$ cat config.mk
export PLATFORM = sky130hd
export DESIGN_NAME = pfm_top
export DESIGN_NICKNAME = d
export VERILOG_FILES = /design/src/pfm_pkg.sv /design/src/pfm_top.sv /design/src/pfm_sync.sv
export SDC_FILE = /design/constraint.sdc
export NUM_CORES = 1
export LEC_CHECK = 0
export BUFFER_PORTS_ARGS = -buffer_cell sky130_fd_sc_hd__buf_2
export CORE_ASPECT_RATIO = 0.6
export CORE_MARGIN = 4
export CORE_UTILIZATION = 51
export CTS_CLUSTER_SIZE = 28
export DETAILED_ROUTE_END_ITERATION = 12
export PLACE_DENSITY_LB_ADDON = 0.05
export SLEW_MARGIN = 20
export SYNTH_ARGS = -nofsm -noshare
export SYNTH_HDL_FRONTEND = slang
export SYNTH_HIERARCHICAL = 1
export SYNTH_SLANG_ARGS = --single-unit
$ cat constraint.sdc
create_clock -name ref_clk -period 1.63 [get_ports ref_clk]
set_clock_uncertainty 0.15 [all_clocks]
set_input_delay 0.0815 -clock ref_clk [delete_from_list [all_inputs] [get_ports ref_clk]]
set_output_delay 0.0815 -clock ref_clk [all_outputs]
set_load 0.05 [all_outputs]
$ cat src/pfm_pkg.sv
// Contract
// - low select bits 7:6 route pin three
// - low select bits 5:4 route pin two
// - low select bits 3:2 route pin one
// - low select bits 1:0 route pin zero
// - pin seven code 11 is gate input 0
// - pin six code 11 reserved, else I/O
// - pin five code 11 is gate input 1
// - high select bits 1:0 route pin four
// - source bit 1 picks receive pin
// - source bit 0 picks filter pin
// - source bits 7:2 ignore writes, read zero
// - reset sets data and direction to ones
// - output without data write drives high
// - bit set/clear is read-modify-write
// - enabled pin falling edge wakes from sleep
// - direction one is input, zero push-pull output
package pfm_pkg;
	localparam logic [3:0] PFM_ADDR_DATA = 4'h0;
	localparam logic [3:0] PFM_ADDR_DIR = 4'h1;
	localparam logic [3:0] PFM_ADDR_WAKE = 4'h2;
	localparam logic [3:0] PFM_ADDR_SEL_LO = 4'h3;
	localparam logic [3:0] PFM_ADDR_SEL_HI = 4'h4;
	localparam logic [3:0] PFM_ADDR_SRC = 4'h5;
	localparam logic [3:0] PFM_ADDR_BITOP = 4'h6;
	localparam logic [3:0] PFM_ADDR_STATUS = 4'h7;
	localparam logic [7:0] PFM_RST_DATA = 8'hFF;
	localparam logic [7:0] PFM_RST_DIR = 8'hFF;
	localparam logic [7:0] PFM_RST_WAKE = 8'h00;
	localparam logic [7:0] PFM_RST_SEL = 8'h00;
	localparam logic [7:0] PFM_RST_SRC = 8'h00;
	localparam logic [7:0] PFM_SRC_MASK = 8'h03;
	localparam int PFM_SRC_RX_BIT = 1;
	localparam int PFM_SRC_NF_BIT = 0;
	// Bit-op word: bit 7 set(1)/clear(0), bits 4:3 target, bits 2:0 bit
	localparam int PFM_BITOP_SET = 7;
	localparam logic [1:0] PFM_TGT_DATA = 2'h0;
	localparam logic [1:0] PFM_TGT_DIR = 2'h1;
	localparam logic [1:0] PFM_TGT_WAKE = 2'h2;
	localparam logic [1:0] PFM_CODE_GPIO = 2'h0;
	localparam logic [1:0] PFM_CODE_1 = 2'h1;
	localparam logic [1:0] PFM_CODE_2 = 2'h2;
	localparam logic [1:0] PFM_CODE_3 = 2'h3;

	typedef struct packed {
		logic [3:0] addr;
		logic [7:0] wdata;
		logic wr;
		logic rd;
	} pfm_bus_type;

	// Peripheral outputs that may be steered onto pins
	typedef struct packed {
		logic serial_tx;
		logic standard_timer_out;
		logic standard_timer_out_inverted;
		logic compact_timer_out;
		logic compact_timer_out_inverted;
	} pfm_periph_out_type;

	// Digital inputs fed from pins toward peripherals
	typedef struct packed {
		logic periodic_timer_capture_in;
		logic standard_timer_capture_in;
		logic standard_timer_clock_in;
		logic compact_timer_clock_in;
		logic noise_filter_input;
		logic ext_interrupt_in;
		logic serial_rx;
	} pfm_periph_in_type;

	// Analogue and gate-driver connection enables
	typedef struct packed {
		logic analog_channel_zero;
		logic analog_channel_one;
		logic analog_channel_two;
		logic vref_in;
		logic gate_driver_input_zero;
		logic gate_driver_input_one;
	} pfm_analog_type;
endpackage

$ cat src/pfm_top.sv
// The register offsets and the address-and-strobe port are this design's own decisions.
`timescale 1ns/10ps
`default_nettype none
module pfm_top
	import pfm_pkg::*;
(
	input wire logic ref_clk, // 125 MHz system clock
	input wire logic sys_rst, // Synchronous reset, high
	input wire pfm_bus_type bus_in, // Register port request
	output logic [7:0] rdata, // Read data, cycle after strobe
	input wire logic [7:0] pin_in, // Pad input levels
	output logic [7:0] pin_out, // Pad output levels
	output logic [7:0] pin_oe, // Pad output enables
	input wire logic low_power_mode, // Sleep or idle active
	output logic wake_req, // Wake-up pulse
	input wire pfm_periph_out_type periph_out, // Peripheral outputs
	output pfm_periph_in_type periph_in, // Peripheral inputs
	output pfm_analog_type analog_sel // Analogue/gate switches
);
	logic [7:0] data_q, dir_q, wake_q, sel_lo_q, sel_hi_q, src_q;
	logic [7:0] pin_s, pin_prev_q, drive_d, oe_d, rdata_d;
	logic [7:0] gpio_en, rmw_cur, rmw_new;
	logic [1:0] c0, c1, c2, c3, c4, c5, c6, c7;
	logic [1:0] rmw_tgt;
	logic [2:0] rmw_bit;
	logic rmw_set, rmw_go;
	pfm_periph_in_type pin_d;
	pfm_analog_type an_d;

	// Pad inputs come from outside the clock domain
	pfm_sync #(.WIDTH(8)) u_sync (
		.ref_clk(ref_clk),
		.sys_rst(sys_rst),
		.async_in(pin_in),
		.sync_out(pin_s)
	);

	assign c0 = sel_lo_q[1:0];
	assign c1 = sel_lo_q[3:2];
	assign c2 = sel_lo_q[5:4];
	assign c3 = sel_lo_q[7:6];
	assign c4 = sel_hi_q[1:0];
	assign c5 = sel_hi_q[3:2];
	assign c6 = sel_hi_q[5:4];
	assign c7 = sel_hi_q[7:6];

	// Bit-op request fields
	assign rmw_go = bus_in.wr && (bus_in.addr == PFM_ADDR_BITOP);
	assign rmw_set = bus_in.wdata[PFM_BITOP_SET];
	assign rmw_tgt = bus_in.wdata[4:3];
	assign rmw_bit = bus_in.wdata[2:0];

	// Read whole port register, change one bit, write the byte back
	always_comb begin
		unique case (rmw_tgt)
			PFM_TGT_DATA: rmw_cur = port_view(data_q, dir_q, pin_s);
			PFM_TGT_DIR: rmw_cur = dir_q;
			PFM_TGT_WAKE: rmw_cur = wake_q;
			default: rmw_cur = 8'h00;
		endcase
		rmw_new = rmw_cur;
		rmw_new[rmw_bit] = rmw_set;
	end

	// Input pins read their level, output pins read the latch
	function automatic logic [7:0] port_view(input logic [7:0] lat,
		input logic [7:0] dir, input logic [7:0] lvl);
		port_view = (dir & lvl) | (~dir & lat);
	endfunction

	// Port data latch; reset high so a new output starts high
	always_ff @(posedge ref_clk) begin
		if (sys_rst) begin
			data_q <= PFM_RST_DATA;
		end else if (bus_in.wr && bus_in.addr == PFM_ADDR_DATA) begin
			data_q <= bus_in.wdata;
		end else if (rmw_go && rmw_tgt == PFM_TGT_DATA) begin
			data_q <= rmw_new;
		end
	end

	// Direction control, one means input
	always_ff @(posedge ref_clk) begin
		if (sys_rst) begin
			dir_q <= PFM_RST_DIR;
		end else if (bus_in.wr && bus_in.addr == PFM_ADDR_DIR) begin
			dir_q <= bus_in.wdata;
		end else if (rmw_go && rmw_tgt == PFM_TGT_DIR) begin
			dir_q <= rmw_new;
		end
	end

	// Wake-up enables
	always_ff @(posedge ref_clk) begin
		if (sys_rst) begin
			wake_q <= PFM_RST_WAKE;
		end else if (bus_in.wr && bus_in.addr == PFM_ADDR_WAKE) begin
			wake_q <= bus_in.wdata;
		end else if (rmw_go && rmw_tgt == PFM_TGT_WAKE) begin
			wake_q <= rmw_new;
		end
	end

	// Function selection registers
	always_ff @(posedge ref_clk) begin
		if (sys_rst) begin
			sel_lo_q <= PFM_RST_SEL;
			sel_hi_q <= PFM_RST_SEL;
		end else if (bus_in.wr) begin
			if (bus_in.addr == PFM_ADDR_SEL_LO) begin
				sel_lo_q <= bus_in.wdata;
			end
			if (bus_in.addr == PFM_ADDR_SEL_HI) begin
				sel_hi_q <= bus_in.wdata;
			end
		end
	end

	// Input source select; only two bits exist
	always_ff @(posedge ref_clk) begin
		if (sys_rst) begin
			src_q <= PFM_RST_SRC;
		end else if (bus_in.wr && bus_in.addr == PFM_ADDR_SRC) begin
			src_q <= bus_in.wdata & PFM_SRC_MASK;
		end
	end

	// Pins whose code keeps them under general I/O; reserved counts too
	always_comb begin
		gpio_en[0] = (c0 == PFM_CODE_GPIO);
		gpio_en[1] = (c1 == PFM_CODE_GPIO);
		gpio_en[2] = (c2 == PFM_CODE_GPIO);
		gpio_en[3] = (c3 == PFM_CODE_GPIO) || (c3 == PFM_CODE_1);
		gpio_en[4] = (c4 == PFM_CODE_GPIO) || (c4 == PFM_CODE_3);
		gpio_en[5] = (c5 != PFM_CODE_3);
		gpio_en[6] = 1'b1;
		gpio_en[7] = (c7 != PFM_CODE_3);
	end

	// Output drive per pin: general I/O push-pull or peripheral out
	always_comb begin
		drive_d = data_q;
		oe_d = gpio_en & ~dir_q;
		unique case (c0)
			PFM_CODE_1: drive_d[0] = periph_out.compact_timer_out;
			PFM_CODE_2: drive_d[0] =
				periph_out.compact_timer_out_inverted;
			default: ;
		endcase
		if (c0 == PFM_CODE_1 || c0 == PFM_CODE_2) begin
			oe_d[0] = 1'b1;
		end
		if (c1 == PFM_CODE_1) begin
			drive_d[1] = periph_out.serial_tx;
			oe_d[1] = 1'b1;
		end
		unique case (c2)
			PFM_CODE_1: drive_d[2] = periph_out.standard_timer_out;
			PFM_CODE_2: drive_d[2] =
				periph_out.standard_timer_out_inverted;
			default: ;
		endcase
		if (c2 == PFM_CODE_1 || c2 == PFM_CODE_2) begin
			oe_d[2] = 1'b1;
		end
		if (c3 == PFM_CODE_2) begin
			drive_d[3] = periph_out.serial_tx;
			oe_d[3] = 1'b1;
		end
		if (c4 == PFM_CODE_2) begin
			drive_d[4] = periph_out.compact_timer_out_inverted;
			oe_d[4] = 1'b1;
		end
	end

	// Inputs toward peripherals; unselected inputs idle high
	always_comb begin
		pin_d.ext_interrupt_in = (c0 == PFM_CODE_GPIO) ? pin_s[0] : 1'b1;
		pin_d.periodic_timer_capture_in =
			(c3 == PFM_CODE_GPIO) ? pin_s[3] : 1'b1;
		pin_d.standard_timer_capture_in =
			(c2 == PFM_CODE_GPIO) ? pin_s[2] : 1'b1;
		pin_d.standard_timer_clock_in =
			(c1 == PFM_CODE_GPIO) ? pin_s[1] : 1'b1;
		pin_d.compact_timer_clock_in =
			(c4 == PFM_CODE_GPIO) ? pin_s[4] : 1'b1;
		if (src_q[PFM_SRC_NF_BIT]) begin
			pin_d.noise_filter_input =
				(c0 == PFM_CODE_GPIO) ? pin_s[0] : 1'b1;
		end else begin
			pin_d.noise_filter_input =
				(c1 == PFM_CODE_GPIO) ? pin_s[1] : 1'b1;
		end
		if (src_q[PFM_SRC_RX_BIT]) begin
			pin_d.serial_rx = (c4 == PFM_CODE_1) ? pin_s[4] : 1'b1;
		end else begin
			pin_d.serial_rx = (c1 == PFM_CODE_2) ? pin_s[1] : 1'b1;
		end
	end

	// Analogue and gate-driver switches
	always_comb begin
		an_d.analog_channel_zero = (c3 == PFM_CODE_3);
		an_d.analog_channel_one = (c2 == PFM_CODE_3);
		an_d.vref_in = (c1 == PFM_CODE_3);
		an_d.analog_channel_two = (c0 == PFM_CODE_3);
		an_d.gate_driver_input_zero = (c7 == PFM_CODE_3);
		an_d.gate_driver_input_one = (c5 == PFM_CODE_3);
	end

	// Read mux; unmapped addresses read zero
	always_comb begin
		unique case (bus_in.addr)
			PFM_ADDR_DATA: rdata_d = port_view(data_q, dir_q, pin_s);
			PFM_ADDR_DIR: rdata_d = dir_q;
			PFM_ADDR_WAKE: rdata_d = wake_q;
			PFM_ADDR_SEL_LO: rdata_d = sel_lo_q;
			PFM_ADDR_SEL_HI: rdata_d = sel_hi_q;
			PFM_ADDR_SRC: rdata_d = src_q;
			PFM_ADDR_STATUS: rdata_d = pin_s;
			default: rdata_d = 8'h00;
		endcase
	end

	// Registered read data; held zero outside a read answer
	always_ff @(posedge ref_clk) begin
		if (sys_rst) begin
			rdata <= 8'h00;
		end else if (bus_in.rd) begin
			rdata <= rdata_d;
		end else begin
			rdata <= 8'h00;
		end
	end

	// Registered pad and peripheral outputs
	always_ff @(posedge ref_clk) begin
		if (sys_rst) begin
			pin_out <= PFM_RST_DATA;
			pin_oe <= 8'h00;
			periph_in <= '1;
			analog_sel <= '0;
		end else begin
			pin_out <= drive_d;
			pin_oe <= oe_d;
			periph_in <= pin_d;
			analog_sel <= an_d;
		end
	end

	// Falling edge on an enabled general input wakes the core
	always_ff @(posedge ref_clk) begin
		if (sys_rst) begin
			pin_prev_q <= 8'hFF;
			wake_req <= 1'b0;
		end else begin
			pin_prev_q <= pin_s;
			wake_req <= low_power_mode &&
				|(pin_prev_q & ~pin_s & wake_q & gpio_en & dir_q);
		end
	end
endmodule // pfm_top
`default_nettype wire

$ cat src/pfm_sync.sv
`timescale 1ns/10ps
`default_nettype none
module pfm_sync
	import pfm_pkg::*;
#(
	parameter int WIDTH = 8
) (
	input wire logic ref_clk, // System clock
	input wire logic sys_rst, // Synchronous reset
	input wire logic [WIDTH-1:0] async_in, // Pin levels
	output logic [WIDTH-1:0] sync_out // Synchronised levels
);
	logic [WIDTH-1:0] meta_q;

	// Two stages; pins idle high so reset to ones avoids false edges
	always_ff @(posedge ref_clk) begin
		if (sys_rst) begin
			meta_q <= '1;
			sync_out <= '1;
		end else begin
			meta_q <= async_in;
			sync_out <= meta_q;
		end
	end
endmodule // pfm_sync
`default_nettype wire

==> metrics.csv <==
stage,metric,value,unit
clock_network,clock slew at reported path FFs,0.07,ns
global_routing,vias in the first global route,4452,
cells_and_area,Final Core Density,69.6,%
cells_and_area,post-route insts no fill,764,
floorplanning,Ports,68,
drt,Vias,4709,
cells_and_area,P&R area growth vs syn,29.8,%
run_status,status,"complete, no violations",
timing,hold slack,0.0406,ns
cells_and_area,fillers,727,
floorplanning,die width,131,µm
drt,drt via density,6.16,
logic_synthesis,Mean Syn Cell Area,9.26,µm²
logic_synthesis,main flop type after synthesis,dfxtp_1,
logic_synthesis,"flops & latches, synth",104,
clock_network,CTS tree,done,
timing,period utilization,98.3,%
timing,actual slew at the worst max-slew pin,0.586,ns
cells_and_area,area of the multi-input gates,2340,µm²
placed_design,IO buf count,67,
floorplanning,Rows,26,
critical_path,WP data arrival,1.72,ns
critical_path,Crit Path Category,flop to flop,
cells_and_area,area of all placed cells without fillers,6050,µm²
clock_network,Worst-Skew Late Latency,0.35,ns
timing,RSZ-0062 raised after global routing,yes,
critical_path,CP required,1.75,ns
cells_and_area,"most common cell after layout, fill and taps aside",dfxtp_1,
drt,Detail Route Antenna Nets,0,
clock_network,cts bufs inserted,9,
drt,final WL,16700,µm
timing,final worst slack,0.0270,ns
logic_synthesis,Synth Net Count,544,
floorplanning,Initial Utilization,53.6,%
pwr,power density over cell area,882,nW/µm²
drt,starting DRC count in detailed routing,602,
logic_synthesis,Syn Std Cell Area,4660,µm²
floorplanning,die area,10800,µm²
logic_synthesis,Yosys cell types,61,
critical_path,"Max stage delay cell, worst path",dfxtp_1,
drt,DRC viols,0,
placed_design,GP Congestion,0.963,
placed_design,Post-DP HPWL,12300,µm
global_routing,total track usage,31.5,%
global_routing,first-pass GRT wire length,25600,µm
cells_and_area,share of cells above drive strength 1,29.6,%
floorplanning,core footprint,8690,µm²
timing,Peak Freq,0.624,GHz
logic_synthesis,fraction of registers with async set or reset after synthesis,0,%
critical_path,Critical Path Sink Type,flop,
timing,min cycle time layout,1.60,ns
global_routing,grt total ovfl,0,
job,max cap viols,0,
clock_network,Sink Count,104,
logic_synthesis,Syn. warnings,6,
global_routing,pin count of the biggest net entering global routing,36,
pwr,Pleak,2.61,nW
placed_design,DP Cell Count,731,
drt,drt first pass iters,5,
timing,Rel. slew slack,60.9,%
clock_network,H-tree depth,3,
placed_design,Setup Slack @ Placement,-0.0127,ns
clock_network,deepest clock path buffer count,2,
critical_path,max incr delay on CP,0.56,ns
cells_and_area,Nets,688,
pwr,Pwr Total,5.33,mW
floorplanning,Die Y,82.0,µm
timing,Setup TNS,0,ns
placed_design,Post-DP Area,5600,µm²
timing,max-slew violation count,0,
logic_synthesis,sequential area share after synthesis,44.7,%
critical_path,crit path max fanout,4,
global_routing,initial antenna violation count,1,
critical_path,startpoint types,flop,
logic_synthesis,"EDFF count, synth",0,
timing,setup violators final,0,
clock_network,Clock Tree Root,clkbuf_16,
logic_synthesis,Post-Syn Instances,503,
cells_and_area,"commonest non-fill, non-tap cells in the layout","dfxtp_1, buf_4, buf_2, nor2_1, nand2_1",
min_path,worst hold path class,input pin to flop,
drt,Avg WL per Cell,21.9,µm
critical_path,cell chain of the critical path,buf_4 > mux2i_1 > or3_1 > a41oi_1,
timing,Final Hold Viols,0,
cells_and_area,register area,2090,µm²
cells_and_area,# diodes,0,
pwr,maximum VDD drop,0.553,mV
-- cell usage after synthesis (2+ instances only) --
| cell type | instances | share of area, % |
|---|---|---|
| inv_1 | 20 | 1.6 |
| a41o_1 | 6 | 1.3 |
| nand4_1 | 6 | 0.81 |
| nand3_1 | 17 | 1.8 |
| nor4b_1 | 2 | 0.38 |
| a21oi_1 | 21 | 2.3 |
| or3_1 | 4 | 0.54 |
| ha_1 | 11 | 3.0 |
| and4b_1 | 2 | 0.43 |
| a31oi_1 | 10 | 1.3 |
| mux2i_1 | 15 | 3.2 |
| and3_1 | 10 | 1.3 |
| buf_4 | 3 | 0.48 |
| or3b_2 | 4 | 0.75 |
| nand3b_1 | 4 | 0.64 |
| nand2_1 | 30 | 2.4 |
| a211oi_1 | 3 | 0.48 |
| nand4_2 | 2 | 0.54 |
| nor2_1 | 43 | 3.5 |
| a21o_1 | 3 | 0.48 |
| clkbuf_1 | 9 | 0.73 |
| o31ai_1 | 20 | 3.2 |
| o211ai_1 | 8 | 1.3 |
| mux2_2 | 3 | 0.73 |
| o41ai_1 | 2 | 0.38 |
| buf_1 | 5 | 0.40 |
| a22oi_1 | 9 | 1.5 |
| and2_1 | 2 | 0.27 |
| a32oi_1 | 10 | 1.9 |
| or2_2 | 9 | 1.2 |
| a221oi_1 | 9 | 1.7 |
| nand4b_1 | 3 | 0.56 |
| or2_1 | 16 | 2.1 |
| o311a_1 | 4 | 0.86 |
| dfxtp_1 | 104 | 45 |
| o21ai_0 | 15 | 1.6 |
| a22o_1 | 2 | 0.38 |
| a221o_1 | 2 | 0.43 |
| nor2b_1 | 16 | 2.1 |
| buf_2 | 16 | 1.7 |
| nand2b_1 | 3 | 0.40 |
-- metal layers --
metal | vias up | global-route usage, % | wire length, µm
li1 | 2144 | - | -
met1 | 2199 | 42.0 | 7220
met2 | 327 | 46.2 | 6770
met3 | 37 | 14.3 | 2410
met4 | 2 | 9.33 | 329
met5 | - | 0 | 13
-- registers in the layout (all words and copies together) (netlist names) --
signal           cells
data_q               8
dir_q                8
pin_oe               8
pin_out              8
pin_prev_q           8
rdata                8
sel_hi_q             8
sel_lo_q             8
u_sync/meta_q        8
u_sync/sync_out      8
wake_q               8
periph_in            7
analog_sel           6
src_q                2
wake_req             1
-- where the power goes --
group	internal [mW]	switching [mW]	total [mW]	leakage, nW
Clock	1.08	0.929	2.01	0.123
Combinational	0.273	0.400	0.673	1.64
Sequential	2.60	0.0492	2.65	0.847
Total	3.95	1.38	5.33	2.61
-- layout make-up --
type	count	area share, %
clock inverters	2	0.248
flip-flops and latches	104	34.5
inverters	20	1.24
repair buffers	167	18.9
multi-input cells	345	38.6
well taps	112	2.32
clock buffers	14	4.20
-- cell families after synthesis --
kind of cell    Yosys count  synth area share (%)
flops                   104                  44.7
buf+inv                  54                  5.18
simple gates            181                  21.7
fa+ha+maj                11                  2.95
mux                      19                  4.43
compound gates          134                  21.1
-- final timing paths --
| kind | startpoint | end | slack, ns | depth (start not counted) |
|---|---|---|---|---|
| hold reg to reg | u_sync/meta_q[1] | u_sync/sync_out[1] | 0.25 | 1 |
| setup reg to reg | u_sync/sync_out[2] | rdata[2] | 0.03 | 4 |
| setup / recovery | u_sync/sync_out[2] | rdata[2] | 0.03 | 4 |
| hold / removal | bus_in[3] | wake_q[1] | 0.04 | 4 |
-- repair_timing --
item / 4_1_cts / 5_1_grt
endpoints found under the setup margin: 0 / 4
resized for setup: 0 / 4
endpoints found under the hold margin: 24 / 0
setup buffers: 0 / 0
hold buffers: 17 / 0
-- worst max-delay path, delay by kind of cell (launching register included) --
kind | cells | cell delay [ns]
simple gates | 1 | 0.34
flops | 1 | 0.56
mux | 1 | 0.05
compound gates | 1 | 0.23
buf+inv | 1 | 0.19
(Power assumes the default switching activity.)
